`src/core/sfp_pkg.sv`:
```
`default_nettype none
package sfp_pkg;
   // ------------------------------------------------------------
   // array geometry
   // ------------------------------------------------------------
   localparam int ARRAY_BYTES = 4194304;
   localparam int SUBSECTOR_BYTES = 4096;
   localparam int SECTOR_BYTES = 65536;
   localparam int PAGE_BYTES = 256;
   localparam int SECTOR_COUNT = 64;
   localparam int SUBSECTOR_COUNT = 1024;
   localparam int PAGE_COUNT = 16384;
   localparam int OTP_BYTES = 64;
   localparam int ADDR_W = 22;
   localparam int SECT_LSB = 16;
   localparam int SECT_MSB = 21;
   localparam int SECT_W = 7;
   localparam logic [7:0] ERASED_BYTE = 8'hFF;
   // ------------------------------------------------------------
   // protect levels and timing
   // ------------------------------------------------------------
   localparam logic [2:0] LEVEL_NONE = 3'h0;
   localparam logic [2:0] LEVEL_ALL = 3'h7;
   localparam int SYNC_STAGES = 2;
   // operation codes presented on the user side
   typedef enum logic [1:0] {
      SFP_OP_PROGRAM,
      SFP_OP_SECTOR_ERASE,
      SFP_OP_BULK_ERASE,
      SFP_OP_NONE
   } sfp_op_type;
endpackage
`default_nettype wire

```
`src/core/sfp_guard.sv`:
```
`default_nettype none
// ------------------------------------------------------------
// guarded span decoder
// ------------------------------------------------------------
module sfp_guard #(
   parameter int SECTORS = 64
) (
   input wire logic top_bottom,
   input wire logic [2:0] level,
   input wire logic [6:0] sector,
   output logic guarded
);
   initial begin
      if (SECTORS != 64 && SECTORS != 128) begin
         $error("sfp_guard: SECTORS must be 64 or 128");
      end
   end
   logic [7:0] span;
   always_comb begin
      span = 8'h00;
      guarded = 1'b0;
      if (level != sfp_pkg::LEVEL_NONE) begin
         // span doubles per level: 1,2,4,... for 64 sectors
         span = 8'(8'h01 << (level - 3'h1));
         if (SECTORS == 128) begin
            span = 8'(span << 1);
         end
         if (level == sfp_pkg::LEVEL_ALL) begin
            guarded = (SECTORS == 64) || !top_bottom;
            // lower 128-sector table leaves 111 unguarded
         end else if (!top_bottom) begin
            guarded = ({1'b0, sector} >= 8'(SECTORS) - span);
         end else begin
            guarded = ({1'b0, sector} < span);
         end
      end
   end
endmodule
`default_nettype wire

```
`src/core/sfp_sync.sv`:
```
`default_nettype none
// ------------------------------------------------------------
// two flop synchroniser
// ------------------------------------------------------------
module sfp_sync #(
   parameter int WIDTH = 1,
   parameter logic [WIDTH-1:0] INIT = '0
) (
   input wire logic core_clk,
   input wire logic rst_n,
   input wire logic [WIDTH-1:0] d,
   output logic [WIDTH-1:0] q
);
   logic [WIDTH-1:0] meta_r;
   // first stage read only by second
   always_ff @(posedge core_clk or negedge rst_n) begin
      if (!rst_n) begin
         meta_r <= INIT;
         q <= INIT;
      end else begin
         meta_r <= d;
         q <= meta_r;
      end
   end
endmodule
`default_nettype wire

```
`src/core/sfp_top.sv`:
```
`default_nettype none
// Notes on behaviour
// - top selector 0, 64 sectors: levels 001-011 guard sector 63, 62-63, 60-63.
// - top selector 0: levels 100-110 guard 56-63, 48-63, 32-63; 111 guards all.
// - top selector 1: levels 001-011 guard sector 0, 0-1, 0-3.
// - top selector 1: levels 100-110 guard 0-7, 0-15, 0-31; 111 guards all.
// - bulk erase accepted only with all protect level bits zero.
// - optional 128 sectors, top: levels 001-110 guard nothing, as sector stays 0-63; 111 all.
// - optional 128 sectors, bottom: 0-1 up to 0-63 at level 110.
// - pause freezes serial traffic, never aborts a running internal cycle.
// - pause begins at pause fall if clock low, else at next clock fall.
// - pause ends at pause rise if clock low, else at next clock fall.
// - paused: data output floats, data input and clock ignored.
// - paused with select low: all interface state preserved.
// - select rising while paused resets the interface logic.
// - program only clears bits, page by page.
// - erase per sector or whole array returns bits to one.
// - array is 4 MB: 1024 subsectors, 64 sectors, 16384 pages.
// - separate 64 byte one-time area outside the main array.
// - array access ignored while an internal cycle runs.
// - bytes travel most significant bit first both ways.
module sfp_top #(
   parameter int SECTORS = 64
) (
   input wire logic core_clk,
   input wire logic resetn,
   input wire logic clk_en,
   // serial pins, sampled on core_clk
   input wire logic sel_n,
   input wire logic sclk,
   input wire logic pause_n,
   input wire logic serial_data_in,
   output logic serial_data_out,
   output logic serial_data_out_oe,
   // status bits
   input wire logic top_bottom,
   input wire logic protect_level_msb,
   input wire logic protect_level_mid,
   input wire logic protect_level_lsb,
   input wire logic busy,
   input wire logic [7:0] tx_byte,
   // user side of the decoded transfer
   input wire logic op_valid,
   input wire sfp_pkg::sfp_op_type op_kind,
   input wire logic [sfp_pkg::ADDR_W-1:0] op_addr,
   output logic op_accept,
   output logic op_refuse,
   output logic paused,
   output logic [7:0] rx_byte,
   output logic rx_valid,
   output logic [2:0] bit_count
);
   initial begin
      if (SECTORS != 64 && SECTORS != 128) begin
         $error("sfp_top: SECTORS must be 64 or 128");
      end
   end

   // ------------------------------------------------------------
   // reset release and pin synchronisers
   // ------------------------------------------------------------
   logic [1:0] rst_sh_r;
   logic rst_n;
   always_ff @(posedge core_clk or negedge resetn) begin
      if (!resetn) begin
         rst_sh_r <= 2'h0;
      end else begin
         rst_sh_r <= {rst_sh_r[0], 1'b1};
      end
   end
   assign rst_n = rst_sh_r[1];

   logic sel_n_s, sclk_s, pause_n_s, din_s;
   // idle levels: deselected, clock low, pause released, data low; avoids a false edge after reset
   sfp_sync #(.WIDTH(4), .INIT(4'hA)) u_sync (
      .core_clk(core_clk),
      .rst_n(rst_n),
      .d({sel_n, sclk, pause_n, serial_data_in}),
      .q({sel_n_s, sclk_s, pause_n_s, din_s})
   );

   // edge detect on synchronised copies only
   logic sclk_d_r, pause_n_d_r, sel_n_d_r;
   always_ff @(posedge core_clk or negedge rst_n) begin
      if (!rst_n) begin
         sclk_d_r <= 1'b0;
         pause_n_d_r <= 1'b1;
         sel_n_d_r <= 1'b1;
      end else if (clk_en) begin
         sclk_d_r <= sclk_s;
         pause_n_d_r <= pause_n_s;
         sel_n_d_r <= sel_n_s;
      end
   end
   logic sclk_rise, sclk_fall, sel_rise, sel_fall;
   assign sclk_rise = sclk_s && !sclk_d_r;
   assign sclk_fall = !sclk_s && sclk_d_r;
   assign sel_rise = sel_n_s && !sel_n_d_r;
   assign sel_fall = !sel_n_s && sel_n_d_r;

   // ------------------------------------------------------------
   // pause condition
   // ------------------------------------------------------------
   logic paused_r, paused_nxt;
   always_comb begin
      paused_nxt = paused_r;
      if (sel_n_s) begin
         paused_nxt = 1'b0;
      end else if (!sclk_s) begin
         // leave when clock low
         // a pending edge resolves at the next clock fall, which is low here
         paused_nxt = !pause_n_s;
      end
   end
   always_ff @(posedge core_clk or negedge rst_n) begin
      if (!rst_n) begin
         paused_r <= 1'b0;
      end else if (clk_en) begin
         paused_r <= paused_nxt;
      end
   end

   // ------------------------------------------------------------
   // serial shift engine
   // ------------------------------------------------------------
   logic [2:0] bit_cnt_r;
   logic [7:0] rx_sh_r, tx_sh_r;
   logic rx_valid_r, dout_r, oe_r;
   logic active;
   // clock and data ignored while paused
   assign active = !sel_n_s && !paused_r;
   always_ff @(posedge core_clk or negedge rst_n) begin
      if (!rst_n) begin
         bit_cnt_r <= 3'h0;
         rx_sh_r <= 8'h00;
         rx_valid_r <= 1'b0;
      end else if (clk_en) begin
         rx_valid_r <= 1'b0;
         if (sel_n_s) begin
            bit_cnt_r <= 3'h0;
            rx_sh_r <= 8'h00;
         end else if (active && sclk_rise) begin
            rx_sh_r <= {rx_sh_r[6:0], din_s};
            bit_cnt_r <= bit_cnt_r + 3'h1;
            rx_valid_r <= (bit_cnt_r == 3'h7);
         end
      end
   end

   // output shifter advances on falling clock
   always_ff @(posedge core_clk or negedge rst_n) begin
      if (!rst_n) begin
         tx_sh_r <= 8'h00;
         dout_r <= 1'b0;
      end else if (clk_en) begin
         if (sel_fall || (active && sclk_fall && bit_cnt_r == 3'h0)) begin
            tx_sh_r <= {tx_byte[6:0], 1'b0};
            dout_r <= tx_byte[7];
         end else if (active && sclk_fall) begin
            dout_r <= tx_sh_r[7];
            tx_sh_r <= {tx_sh_r[6:0], 1'b0};
         end
      end
   end

   // output floats while paused or deselected
   always_ff @(posedge core_clk or negedge rst_n) begin
      if (!rst_n) begin
         oe_r <= 1'b0;
      end else if (clk_en) begin
         oe_r <= !sel_n_s && !paused_nxt;
      end
   end

   // ------------------------------------------------------------
   // guard and operation gate
   // ------------------------------------------------------------
   logic [2:0] level;
   logic [6:0] sector;
   logic guarded;
   assign level = {protect_level_msb, protect_level_mid, protect_level_lsb};
   assign sector = {1'b0, op_addr[sfp_pkg::SECT_MSB:sfp_pkg::SECT_LSB]};

   sfp_guard #(.SECTORS(SECTORS)) u_guard (
      .top_bottom(top_bottom),
      .level(level),
      .sector(sector),
      .guarded(guarded)
   );

   logic accept_r, refuse_r, ok;
   always_comb begin
      ok = 1'b0;
      case (op_kind)
         // program clears bits only, handled by array
         sfp_pkg::SFP_OP_PROGRAM: ok = !guarded;
         // sector erase returns bits to one
         sfp_pkg::SFP_OP_SECTOR_ERASE: ok = !guarded;
         sfp_pkg::SFP_OP_BULK_ERASE: ok = (level == sfp_pkg::LEVEL_NONE);
         default: ok = 1'b0;
      endcase
   end
   // pause does not touch busy cycle
   always_ff @(posedge core_clk or negedge rst_n) begin
      if (!rst_n) begin
         accept_r <= 1'b0;
         refuse_r <= 1'b0;
      end else if (clk_en) begin
         accept_r <= op_valid && !busy && ok;
         refuse_r <= op_valid && !busy && !ok;
      end
   end

   // ------------------------------------------------------------
   // outputs
   // ------------------------------------------------------------
   assign serial_data_out = dout_r;
   assign serial_data_out_oe = oe_r;
   assign paused = paused_r;
   assign rx_byte = rx_sh_r;
   assign rx_valid = rx_valid_r;
   assign bit_count = bit_cnt_r;
   assign op_accept = accept_r;
   assign op_refuse = refuse_r;
   // sel_rise kept for clarity of reset path
   logic unused_ok;
   assign unused_ok = sel_rise;
endmodule
`default_nettype wire

```
`config.mk`:
```
export PLATFORM = sky130hd
export DESIGN_NAME = sfp_top
export DESIGN_NICKNAME = d
export VERILOG_FILES = /design/src/core/sfp_pkg.sv /design/src/core/sfp_guard.sv /design/src/core/sfp_sync.sv /design/src/core/sfp_top.sv
export SDC_FILE = /design/constraint.sdc
export NUM_CORES = 1
export LEC_CHECK = 0
export BUFFER_PORTS_ARGS = -buffer_cell sky130_fd_sc_hd__buf_2
export CORE_MARGIN = 5
export CORE_UTILIZATION = 34
export CTS_BUF_LIST = sky130_fd_sc_hd__clkbuf_8 sky130_fd_sc_hd__clkbuf_16
export CTS_CLUSTER_SIZE = 12
export DETAILED_ROUTE_END_ITERATION = 16
export GPL_ROUTABILITY_DRIVEN = 1
export PLACE_DENSITY = 0.58
export SYNTH_ARGS = -nofsm -noshare
export SYNTH_HDL_FRONTEND = slang
export SYNTH_SLANG_ARGS = --single-unit
```
`constraint.sdc`:
```
create_clock -name core_clk -period 1.89 [get_ports core_clk]
set_clock_uncertainty 0.2 [all_clocks]
set_input_delay 0.0945 -clock core_clk [delete_from_list [all_inputs] [get_ports core_clk]]
set_output_delay 0.0945 -clock core_clk [all_outputs]
set_load 0.1 [all_outputs]
```
==> metrics.yaml <==
outcome: "finished, violations left"
violations: "setup timing"
dieArea_sq_mm: 0.007172
setup_viol_count_final: 2
ys_ff_latch: 36
post-route-period-util: 1.242
final_net_count: 329
synthArstFlopShare: 1.000
drc: 0
endpoint_kind: "flip-flop"
cts-root-buf: "clkbuf_8"
clk_latency_ns: 0.28
numCtsBuffers: 5
worst_hold_slack_ns: 0.02109
setup_tns_ns: -0.8414
die_x_um: 84.69
grt_pass1_vias: 1575
syn_area_sq_mm: 0.001897
critical_path.max_fanout: 2
grt_setup_unrepaired: "true"
ys_types: 46
num_rows: 27
wl_per_cell_um: 12.68
hold_viol: 0
seqPwrFrac: 0.397
grt_start_max_net_pins: 23
wl_um: 4298
multiInputGateArea_sq_mm: 0.001012
dieHeight_um: 84.69
first_pass_iters: 4
ys_seq_area_frac: 0.4782
required_ns: 1.86
total_power_mw: 2.316
grt_util_all_layers: 0.1259
cts_tree: "built"
drt_first_iter_violations: 29
htree_levels: 2
power.leakage_nw: 1.375
placeableCoreArea_sq_mm: 0.005473
combPwrFrac: 0.322
period_needed_ns: 2.348
portBuffers: 45
clockBufferDepth: 2
antenna_found_initial: 0
vias: 1590
worst_slack_ns: -0.4579
worst-slew-pin-transition_ns: 0.7270
drive_above_1_share: 0.4232
drt-vias-per-instance: 4.690
synth-edff-count: 0
clockPowerShare: 0.281
path_class: "in -> reg"
max-slew-margin-rel: 0.5121
initial_core_util: 0.3466
fillers: 515
synthCells: 175
seqCellArea_sq_um: 912.1
p_int_mw: 1.535
ioPinCount: 62
hpwlAfterDp_um: 3087
yosysWarnings: 0
clk_pin_slew_ns: 0.08
arrival_ns: 2.32
hold_path_class: "reg -> async"
switchingPower_uw: 781.4
clock_sinks: 36
num_antenna_cells: 0
routabilityCongestion: 0.8378
vdd_drop_max_v: 0.0006299
sw_frac_of_total: 0.3374
final_util: 0.5185
ant_nets: 0
synthFlopType: "dfrtp_1"
critPathLaunchType: "input pin"
grt_first_pass_wirelength_um: 7362
drv_cap: 0
grt.overflow.total: 0
fmax_mhz: 425.9
power_density_mw_per_mm2: 816.3
finalMaxSlewViolations: 0
synth_area_per_cell_sq_um: 10.84
area_delta_synth_final_pct: 49.60
synth_nets: 238
## path summary, 6_finish.rpt
kind / startpoint / endpoint / slack (ns) / cells after the start
setup / recovery: protect_level_lsb / op_refuse$_DFFE_PN0P_ / -0.46 / 15
hold / removal: rst_sh_r[1]$_DFF_PN0_ / rx_byte[0]$_DFFE_PN0P_ / 0.02 / 1
setup reg to reg: u_sync.q[2]$_DFF_PN0_ / rx_byte[4]$_DFFE_PN0P_ / 0.14 / 4
hold reg to reg: rst_sh_r[1]$_DFF_PN0_ / rx_byte[0]$_DFFE_PN0P_ / 0.02 / 1
max in group asynchronous: rst_sh_r[1]$_DFF_PN0_ / paused$_DFFE_PN0P_ / 0.81 / 2
min in group core_clk: op_kind[1] / op_accept$_DFFE_PN0P_ / 0.09 / 5
## cells in the mapped netlist, types with 2 or more instances
library cell,number,area share
a21oi_1,4,0.011
a22o_1,10,0.046
a31oi_1,2,0.0066
clkbuf_1,3,0.0059
dfrtp_1,31,0.41
dfstp_2,5,0.069
ha_1,18,0.12
inv_1,16,0.032
mux2_2,2,0.012
mux2i_1,8,0.042
nand2_1,14,0.028
nand3_1,5,0.013
nor2_1,4,0.0079
nor2b_1,5,0.016
nor3b_1,2,0.0079
o21ai_0,3,0.0079
o21ai_1,9,0.024
o22ai_1,3,0.0099
or3_1,2,0.0066
xor2_1,3,0.014
## state kept, by name, indices dropped and copies added (netlist names), 2 cells and up
| name | cells |
|---|---|
| u_sync.meta_r | 4 |
| rst_sh_r | 2 |
| bit_count | 3 |
| tx_sh_r | 7 |
| u_sync.q | 4 |
| rx_byte | 8 |
## metal layers
layer	global-route usage	wire, um	vias to the layer above
met5	0	0	-
met4	0.04317	65	0
met3	0.03140	193	4
met2	0.2043	2072	33
met1	0.1630	1967	751
li1	-	-	802
## worst max-delay path, stage by stage
cell and delay, ns:
buf_8 0.08, nor2_4 0.04, ha_4 0.26, inv_2 0.03, or3_4 0.39, ha_4 0.17
nor2b_4 0.12, nand2_2 0.07, xor2_1 0.15, ha_2 0.31, nand3_2 0.07, nand2_2 0.05
a41oi_2 0.17, o41ai_2 0.09, a41o_1 0.22
## kinds of logic after synthesis
| logic type | Yosys count | share of synthesized area |
|---|---|---|
| multiplexers | 10 | 0.05409 |
| flip-flops | 36 | 0.4782 |
| XOR/XNOR | 4 | 0.01847 |
| AO/OA/AOI/OAI | 46 | 0.1755 |
| other | 1 | 0.001977 |
| adder cells (fa/ha/maj) | 18 | 0.1187 |
| buffers and inverters | 22 | 0.04881 |
| AND/OR/NAND/NOR | 38 | 0.1042 |
## placed cells by master (no fill, tap or decap), types with 2 or more instances in the layout
cell / count
xor2_1: 3
nor2_1: 4
clkbuf_8: 5
nand3_2: 2
a22o_1: 10
nand3_1: 3
o21ai_0: 2
dfstp_2: 5
dfrtp_1: 27
dlygate4sd3_1: 19
a21oi_1: 3
o21ai_1: 9
buf_2: 42
ha_1: 14
ha_4: 3
o22ai_1: 3
or3_4: 2
nand2_2: 2
a31oi_1: 2
nor2b_1: 4
mux2_2: 2
buf_8: 2
dfrtp_2: 4
mux2i_1: 8
inv_1: 14
buf_4: 25
nor2_4: 2
nand2_1: 12
## layout make-up
| type | instances | area share |
|---|---|---|
| sequential | 36 | 0.3214 |
| clock inverter | 3 | 0.01499 |
| tap | 72 | 0.03175 |
| clock buffer | 5 | 0.02425 |
| inverter | 16 | 0.02205 |
| multi-input combinational | 117 | 0.3567 |
| timing repair buffer | 90 | 0.2288 |
## through the flow
stage / setup slack, ns / cells / cell area [sq um]
2_1_floorplan: -0.6282 / 175 / 1937
3_3_place_gp: -0.7923 / 308 / 2385
3_5_place_dp: -0.8594 / 308 / 2385
4_1_cts: -0.4630 / 337 / 2778
5_1_grt: -0.5728 / 339 / 2838
6_report: -0.4579 / 339 / 2838
## timing repair
action	in CTS	in global routing
setup endpoints to repair	2	9
endpoints found under the hold margin	31	0
setup buffers	2	2
hold buffers	19	0
pin swaps	12	5
gates resized for setup	16	7
## power groups by stage
stage                     logic [mW]  clock network [mW]  registers, mW
after global routing           0.816               0.715          0.932
after detailed placement       0.667                   0          0.933
final                          0.746               0.652          0.919
after global placement         0.660                   0          0.931
after floorplan                0.265                   0           1.16
after CTS                      0.728               0.679          0.919
No activity file was read; power rests on OpenSTA's default activity.
